==> src/common/calib_trim_pkg.sv <==
package calib_trim_pkg;

    // ------------------------------------------------------------
    // register map
    // ------------------------------------------------------------
    localparam logic [15:0] addr_calib_access_ctrl  = 16'h0070;
    localparam logic [15:0] addr_calib_vector_port  = 16'h0071;
    localparam logic [15:0] addr_gain_adjust_chan_a = 16'h007a;
    localparam logic [15:0] addr_gain_adjust_chan_b = 16'h007b;
    localparam logic [15:0] addr_bandgap_adjust     = 16'h007c;
    // own choice: streaming address-hold control and status
    localparam logic [15:0] addr_stream_ctrl        = 16'h0072;
    localparam logic [15:0] addr_calib_status       = 16'h0073;

    // ------------------------------------------------------------
    // fields and reset values
    // ------------------------------------------------------------
    localparam int          access_en_bit     = 0;
    localparam int          addr_hold_bit     = 0;
    localparam int          bandgap_width     = 4;
    localparam logic [7:0]  access_ctrl_reset = 8'h00;
    localparam logic [7:0]  stream_ctrl_reset = 8'h00;
    localparam logic [7:0]  unmapped_value    = 8'h00;

    // status bit positions
    localparam int          st_halted_bit     = 0;
    localparam int          st_valid_bit      = 1;
    localparam int          st_busy_bit       = 2;

    // ------------------------------------------------------------
    // vector geometry
    // ------------------------------------------------------------
    localparam int          vector_len        = 673;
    localparam int          index_width       = 10;
    localparam logic [9:0]  index_last        = 10'h2a0;
    localparam logic [9:0]  index_zero        = 10'h000;
    localparam int          fifo_depth        = 4;
    localparam int          data_width        = 8;

endpackage

==> src/common/vec_stream_if.sv <==
`timescale 1ns/1ps
// byte stream between the register front end and the fifo
interface vec_stream_if;
    logic       valid;   // byte offered
    logic       ready;   // byte accepted
    logic [7:0] data;    // byte payload

    modport source (output valid, output data, input ready);
    modport sink   (input valid, input data, output ready);
endinterface

==> src/verilog/vec_fifo.sv <==
`timescale 1ns/1ps
module vec_fifo #(
    parameter int WIDTH = 8,
    parameter int DEPTH = 4
) (
    // clock and reset
    input  wire logic             clock,
    input  wire logic             sys_rst,
    // fill side
    vec_stream_if.sink            fill,
    // drain side
    output logic                  out_valid,
    output logic [WIDTH-1:0]      out_data,
    input  wire logic             out_ready,
    // status
    output logic                  empty,
    output logic                  full
);
    localparam int AW = $clog2(DEPTH);

    // ------------------------------------------------------------
    // storage and pointers
    // ------------------------------------------------------------
    logic [WIDTH-1:0] mem_reg [DEPTH];  // flip-flop storage
    logic [AW-1:0]    wr_ptr_reg;       // write index
    logic [AW-1:0]    rd_ptr_reg;       // read index
    logic [AW:0]      count_reg;        // fill level
    logic             push;             // accepted write
    logic             pop;              // accepted read

    // fill level is one bit wider than the index, so depth itself is representable
    assign full       = (count_reg == (AW+1)'(DEPTH));
    assign empty      = (count_reg == '0);
    assign fill.ready = !full;
    assign out_valid  = !empty;
    assign out_data   = mem_reg[rd_ptr_reg];
    assign push       = fill.valid && !full;
    assign pop        = out_ready && !empty;

    // storage write
    always_ff @(posedge clock) begin
        if (push) begin
            mem_reg[wr_ptr_reg] <= fill.data;
        end
    end

    // pointers wrap at depth
    always_ff @(posedge clock or posedge sys_rst) begin
        if (sys_rst) begin
            wr_ptr_reg <= '0;
            rd_ptr_reg <= '0;
            count_reg  <= '0;
        end else begin
            if (push) begin
                wr_ptr_reg <= (wr_ptr_reg == AW'(DEPTH - 1)) ? '0 : wr_ptr_reg + 1'b1;
            end
            if (pop) begin
                rd_ptr_reg <= (rd_ptr_reg == AW'(DEPTH - 1)) ? '0 : rd_ptr_reg + 1'b1;
            end
            count_reg <= count_reg + (AW+1)'(push) - (AW+1)'(pop);
        end
    end
endmodule

==> src/verilog/halt_sync.sv <==
`timescale 1ns/1ps
module halt_sync (
    // clock and reset
    input  wire logic clock,
    input  wire logic sys_rst,
    // async level in, synchronised level out
    input  wire logic async_in,
    output logic      sync_out
);
    logic meta_reg;  // first stage, read only by second

    // two-stage synchroniser
    always_ff @(posedge clock or posedge sys_rst) begin
        if (sys_rst) begin
            meta_reg <= 1'b0;
            sync_out <= 1'b0;
        end else begin
            meta_reg <= async_in;
            sync_out <= meta_reg;
        end
    end
endmodule

==> src/verilog/calib_vector_and_trim_regs.sv <==
// Our own choice: the strobed register port.
`timescale 1ns/1ps
module calib_vector_and_trim_regs (
    // clock and reset
    input  wire logic        clock,
    input  wire logic        sys_rst,
    // register port
    input  wire logic [15:0] reg_addr,
    input  wire logic [7:0]  reg_wdata,
    input  wire logic        reg_wr,
    input  wire logic        reg_rd,
    output logic [7:0]       reg_rdata,
    // streaming address hold to the serial front end
    output logic             addr_hold,
    // calibration engine status pin
    input  wire logic        calib_halted_pin,
    // factory values from fuse storage
    input  wire logic [7:0]  fuse_gain_a,
    input  wire logic [7:0]  fuse_gain_b,
    input  wire logic [3:0]  fuse_bandgap,
    input  wire logic        fuse_ready,
    // calibration vector storage side
    output logic             vec_wr_en,
    output logic [9:0]       vec_index,
    output logic [7:0]       vec_wr_data,
    input  wire logic [7:0]  vec_rd_data,
    // trim outputs to analog
    output logic [7:0]       gain_trim_a,
    output logic [7:0]       gain_trim_b,
    output logic [3:0]       bandgap_trim,
    // calibration state
    output logic             calib_valid
);

    // ------------------------------------------------------------
    // declarations
    // ------------------------------------------------------------
    typedef enum logic [1:0] {xfer_idle, xfer_read, xfer_write} xfer_state_t;

    xfer_state_t      xfer_reg;          // current transfer direction
    logic             access_en_reg;     // port enable bit
    logic             addr_hold_reg;     // stream address hold bit
    logic [9:0]       index_reg;         // vector byte index
    logic             valid_reg;         // vector consistent
    logic [7:0]       gain_a_reg;        // channel a gain trim
    logic [7:0]       gain_b_reg;        // channel b gain trim
    logic [3:0]       bandgap_reg;       // band-gap trim
    logic             fuse_done_reg;     // factory load done
    logic [7:0]       rdata_reg;         // read data, next cycle
    logic             calib_halted_flag; // synchronised halt status
    logic             port_hit;          // data port decoded
    logic             port_wr;           // accepted port write
    logic             port_rd;           // accepted port read
    logic             fifo_valid;        // fifo head valid
    logic [7:0]       fifo_data;         // fifo head byte
    logic             fifo_empty;        // fifo empty
    logic             vec_wr_en_reg;     // storage strobe
    logic [7:0]       vec_wr_data_reg;   // storage byte

    vec_stream_if     wr_stream ();      // write path into fifo

    // ------------------------------------------------------------
    // status input synchroniser
    // ------------------------------------------------------------
    halt_sync u_halt_sync (
        .clock    (clock),
        .sys_rst  (sys_rst),
        .async_in (calib_halted_pin),
        .sync_out (calib_halted_flag)
    );

    // ------------------------------------------------------------
    // data port decode
    // ------------------------------------------------------------
    assign port_hit = (reg_addr == calib_trim_pkg::addr_calib_vector_port) && access_en_reg;
    // a full fifo refuses the write; the host is never stalled, so the byte is dropped
    assign port_wr  = port_hit && reg_wr && wr_stream.ready;
    assign port_rd  = port_hit && reg_rd;

    // write bytes are buffered toward the vector storage
    assign wr_stream.valid = port_hit && reg_wr;
    assign wr_stream.data  = reg_wdata;

    vec_fifo #(
        .WIDTH (calib_trim_pkg::data_width),
        .DEPTH (calib_trim_pkg::fifo_depth)
    ) u_vec_fifo (
        .clock     (clock),
        .sys_rst   (sys_rst),
        .fill      (wr_stream.sink),
        .out_valid (fifo_valid),
        .out_data  (fifo_data),
        .out_ready (1'b1),
        .empty     (fifo_empty),
        .full      ()
    );

    // ------------------------------------------------------------
    // control registers
    // ------------------------------------------------------------
    // enable and address-hold bits; reserved bits not stored
    always_ff @(posedge clock or posedge sys_rst) begin
        if (sys_rst) begin
            access_en_reg <= calib_trim_pkg::access_ctrl_reset[calib_trim_pkg::access_en_bit];
            addr_hold_reg <= calib_trim_pkg::stream_ctrl_reset[calib_trim_pkg::addr_hold_bit];
        end else if (reg_wr) begin
            if (reg_addr == calib_trim_pkg::addr_calib_access_ctrl) begin
                access_en_reg <= reg_wdata[calib_trim_pkg::access_en_bit];
            end else if (reg_addr == calib_trim_pkg::addr_stream_ctrl) begin
                addr_hold_reg <= reg_wdata[calib_trim_pkg::addr_hold_bit];
            end
        end
    end

    // ------------------------------------------------------------
    // vector index and transfer tracking
    // ------------------------------------------------------------
    // index steps per access, wraps after the last byte, clears with enable
    always_ff @(posedge clock or posedge sys_rst) begin
        if (sys_rst) begin
            index_reg <= calib_trim_pkg::index_zero;
            xfer_reg  <= xfer_idle;
        end else if (!access_en_reg) begin
            index_reg <= calib_trim_pkg::index_zero;
            xfer_reg  <= xfer_idle;
        end else if (port_rd || port_wr) begin
            if (index_reg == calib_trim_pkg::index_last) begin
                index_reg <= calib_trim_pkg::index_zero;
                xfer_reg  <= xfer_idle;
            end else begin
                index_reg <= index_reg + 10'h001;
                xfer_reg  <= port_rd ? xfer_read : xfer_write;
            end
        end
    end

    // validity: lost on a partial sequence or an access while running
    always_ff @(posedge clock or posedge sys_rst) begin
        if (sys_rst) begin
            valid_reg <= 1'b1;
        end else begin
            case (xfer_reg)
                xfer_idle: begin
                    if ((port_rd || port_wr) && !calib_halted_flag) begin
                        valid_reg <= 1'b0;
                    end
                end
                xfer_read, xfer_write: begin
                    if (!access_en_reg) begin
                        valid_reg <= 1'b0;
                    end else if ((port_rd || port_wr) && !calib_halted_flag) begin
                        valid_reg <= 1'b0;
                    end else if (port_wr && index_reg == calib_trim_pkg::index_last) begin
                        valid_reg <= 1'b1;
                    end else if (port_rd && index_reg == calib_trim_pkg::index_last) begin
                        valid_reg <= 1'b1;
                    end
                end
                default: begin
                    valid_reg <= valid_reg;
                end
            endcase
        end
    end

    // ------------------------------------------------------------
    // vector storage write from fifo
    // ------------------------------------------------------------
    // index leads the drained byte by the fifo latency; storage takes the
    // stream in order, so the write index is tracked by the storage side
    always_ff @(posedge clock or posedge sys_rst) begin
        if (sys_rst) begin
            vec_wr_en_reg   <= 1'b0;
            vec_wr_data_reg <= 8'h00;
        end else begin
            vec_wr_en_reg   <= fifo_valid;
            vec_wr_data_reg <= fifo_data;
        end
    end

    // ------------------------------------------------------------
    // trim registers
    // ------------------------------------------------------------
    // factory values are taken once, when fuse storage reports ready
    always_ff @(posedge clock or posedge sys_rst) begin
        if (sys_rst) begin
            gain_a_reg    <= 8'h00;
            gain_b_reg    <= 8'h00;
            bandgap_reg   <= 4'h0;
            fuse_done_reg <= 1'b0;
        end else if (!fuse_done_reg) begin
            if (fuse_ready) begin
                gain_a_reg    <= fuse_gain_a;
                gain_b_reg    <= fuse_gain_b;
                bandgap_reg   <= fuse_bandgap;
                fuse_done_reg <= 1'b1;
            end
        end else if (reg_wr) begin
            if (reg_addr == calib_trim_pkg::addr_gain_adjust_chan_a) begin
                gain_a_reg <= reg_wdata;
            end else if (reg_addr == calib_trim_pkg::addr_gain_adjust_chan_b) begin
                gain_b_reg <= reg_wdata;
            end else if (reg_addr == calib_trim_pkg::addr_bandgap_adjust) begin
                bandgap_reg <= reg_wdata[calib_trim_pkg::bandgap_width-1:0];
            end
        end
    end

    // ------------------------------------------------------------
    // read data, one cycle after the strobe
    // ------------------------------------------------------------
    always_ff @(posedge clock or posedge sys_rst) begin
        if (sys_rst) begin
            rdata_reg <= 8'h00;
        end else if (reg_rd) begin
            if (reg_addr == calib_trim_pkg::addr_calib_access_ctrl) begin
                rdata_reg <= {7'h00, access_en_reg};
            end else if (reg_addr == calib_trim_pkg::addr_calib_vector_port) begin
                // storage content, meaningless until loaded
                rdata_reg <= access_en_reg ? vec_rd_data : calib_trim_pkg::unmapped_value;
            end else if (reg_addr == calib_trim_pkg::addr_stream_ctrl) begin
                rdata_reg <= {7'h00, addr_hold_reg};
            end else if (reg_addr == calib_trim_pkg::addr_calib_status) begin
                rdata_reg <= {5'h00, (xfer_reg != xfer_idle), valid_reg, calib_halted_flag};
            end else if (reg_addr == calib_trim_pkg::addr_gain_adjust_chan_a) begin
                rdata_reg <= gain_a_reg;
            end else if (reg_addr == calib_trim_pkg::addr_gain_adjust_chan_b) begin
                rdata_reg <= gain_b_reg;
            end else if (reg_addr == calib_trim_pkg::addr_bandgap_adjust) begin
                rdata_reg <= {4'h0, bandgap_reg};
            end else begin
                rdata_reg <= calib_trim_pkg::unmapped_value;
            end
        end else begin
            rdata_reg <= calib_trim_pkg::unmapped_value;
        end
    end

    // ------------------------------------------------------------
    // outputs
    // ------------------------------------------------------------
    assign reg_rdata    = rdata_reg;
    assign addr_hold    = addr_hold_reg;
    assign vec_index    = index_reg;
    assign vec_wr_en    = vec_wr_en_reg;
    assign vec_wr_data  = vec_wr_data_reg;
    assign gain_trim_a  = gain_a_reg;
    assign gain_trim_b  = gain_b_reg;
    assign bandgap_trim = bandgap_reg;
    assign calib_valid  = valid_reg;

    // the fifo never holds more than one byte, since it drains every cycle
    logic unused_empty;
    assign unused_empty = fifo_empty;

endmodule

==> config.mk <==
export PLATFORM = sky130hd
export DESIGN_NAME = calib_vector_and_trim_regs
export DESIGN_NICKNAME = d
export VERILOG_FILES = /design/src/common/calib_trim_pkg.sv /design/src/common/vec_stream_if.sv /design/src/verilog/vec_fifo.sv /design/src/verilog/halt_sync.sv /design/src/verilog/calib_vector_and_trim_regs.sv
export SDC_FILE = /design/constraint.sdc
export NUM_CORES = 1
export LEC_CHECK = 0
export ABC_AREA = 1
export BUFFER_PORTS_ARGS = -buffer_cell sky130_fd_sc_hd__buf_2
export CAP_MARGIN = 20
export CORE_MARGIN = 5
export CORE_UTILIZATION = 54
export CTS_CLUSTER_DIAMETER = 40
export DETAILED_ROUTE_END_ITERATION = 8
export PLACE_DENSITY = 0.85
export SLEW_MARGIN = 20
export SYNTH_ARGS = -nofsm -noshare
export SYNTH_HDL_FRONTEND = slang
export SYNTH_HIERARCHICAL = 1
export SYNTH_SLANG_ARGS = --single-unit
==> constraint.sdc <==
create_clock -name clock -period 2.84 [get_ports clock]
set_input_delay 0.284 -clock clock [delete_from_list [all_inputs] [get_ports clock]]
set_output_delay 0.284 -clock clock [all_outputs]
set_load 0.1 [all_outputs]
==> out/results.ini <==
[cts]
post_cts.repair.setup_buffers = 0
clk_pin_slew_worst_paths_ps = 90
cts_sinks = 94
numCtsBuffers = 9
insertion_delay_ps = 350
cts_hold_buf = 1
cts_max_path_buffers = 2
cts-resized-gates = 0
h-tree-depth = 3
cts-root-buf = clkbuf_8
tritoncts = done

[power]
switchingPower_uw = 1720
p_per_area_nw_per_um2 = 720
peakVddDrop_mv = 0.449
seq_power_share_pct = 42.9
p_leak_uw = 0.00269
p_comb_share_pct = 34.4
clock_power_share_pct = 22.7
intPower_uw = 2270
p_sw_share_pct = 43.1

[synthesis]
synth.cell_area_um2 = 4710
avgSynthCellArea_um2 = 9.14
yosysWarnings = 6
synthCells = 516

[setup_path]
worstPathArrival_ps = 2340
path_class = in -> reg
cp-start-kind = input pin
cp_max_fo = 7
cp-end-kind = flop
r2r_end = u_vec_fifo/count_reg[2]
timing.rr.start = access_en_reg
reg2reg_depth = 11
r2r_slack_ps = 780
cp.required_ps = 3080

[sta]
hold_viol_final = 0
finalSetupViolations = 0
slew_headroom_pct = 35.4
maxSlewViolCount = 0
period_needed_ps = 2090
fin_ws_ps = 748
worst_slew_pin_slew_ps = 969
tns_ps = 0
fmax_mhz = 478
period_share_pct = 73.7
skew_ps = 10.3
rsz0062_at_grt = no

[global_routing]
antenna_found_initial = 0
track_usage_pct = 21.8
grt_pass1_vias = 3802
grt_pass1_wl_um = 18000
grt_max_degree = 36
overflow = 0

[final_layout]
syn_to_final_growth_pct = 17.8
nNetsFinal = 700
largest_reg_flops = 32
final_util_pct = 64.6
diodes = 0
drive_gt1_share_pct = 25.5

[placement]
port_buffers = 106
pre_cts_ws_ps = 376
gp_congestion = 0.877
hpwl_um = 8460

[floorplan]
die_h_um = 103
boundaryPins = 107
core_um2 = 8590
die_area_um2 = 10700
die_w_um = 103
initial_core_util_pct = 54.9
rows = 34

[detailed_routing]
wire_per_inst_um = 14.8
ant_nets = 0
first_pass_iters = 5
vias = 3901
wirelength_um = 11000
first_iter_violations = 172
viasPerCell = 5.24
drc_errors = 0

[worst_hold_path]
hold_start = calib_halted_pin
hp-class = in -> reg
holdPathEnd = u_halt_sync/meta_reg
whs_path_depth = 1

[run_status]
run_status = finished clean

[run]
maxCapViolCount = 0

## area by class of cell
type                            instances  area (um^2)
Clock inverter                          4         53.8
Clock buffer                           12          155
Fill cell                             721         3040
Tap cell                              108          135
Inverter                               75          282
Multi-Input combinational cell        335         1810
Timing Repair Buffer                  116          608
Sequential cell                        94         2510
## placed cells by master, fill, tap and decap left out, drive strengths merged, types with 10 or more instances in the layout
cell / n
nand2: 129
buf: 115
inv: 75
dfrtp: 61
nor2: 54
nand3: 35
edfxtp: 32
o21ai: 20
nand4: 16
o211ai: 16
a31oi: 16
a21oi: 16
clkbuf: 12
ha: 10
## worst max-delay path by stage
stage	from	to	slack (ps)	cells after the start
2_1_floorplan	reg_addr[13]	u_vec_fifo/count_reg[2]	430	15
3_3_place_gp	reg_addr[2]	u_vec_fifo/count_reg[2]	450	15
3_5_place_dp	reg_addr[2]	u_vec_fifo/count_reg[2]	380	15
4_1_cts	reg_addr[2]	u_vec_fifo/count_reg[2]	750	15
5_1_grt	reg_addr[4]	u_vec_fifo/count_reg[2]	580	16
6_report	reg_addr[7]	u_vec_fifo/count_reg[2]	750	15
## per-layer routing
metal  vias up  global-route usage [%]  share of wire, %
met3        15                    4.63               7.5
met5         -                       0                 0
met4         0                    5.68               1.7
li1       1929                       -                 -
met2       150                    36.3                48
met1      1807                    29.1                42
## through the flow
stage                     total power [uW]  instance area (um^2)  instances  hold slack [ps]
after floorplan                       2920                  4720        518             25.2
after global placement                3090                  5330        727              192
after detailed placement              3130                  5330        727              196
after CTS                             4030                  5550        744             23.4
after global routing                  4200                  5550        744             29.0
final                                 4000                  5550        744             35.3
## worst max-delay path, stage by stage
cell and delay, ps:
buf_2 100, nor2_2 150, nand2_1 100, inv_2 120
nand3_4 110, nor2_4 90, and2_1 200, nand2_4 90
ha_1 290, inv_1 50, ha_1 130, inv_1 50
fa_1 400, nand3_1 90, nand2_1 50
## power groups by stage
| stage | Sequential, uW | Combinational, uW | Clock, uW |
|---|---|---|---|
| global route | 1750 | 1470 | 989 |
| CTS | 1710 | 1390 | 926 |
| finish | 1710 | 1380 | 907 |
| global placement | 1730 | 1360 | 0 |
| detailed placement | 1740 | 1390 | 0 |
| floorplan | 2450 | 471 | 0 |
No activity file was read; power rests on OpenSTA's default activity.
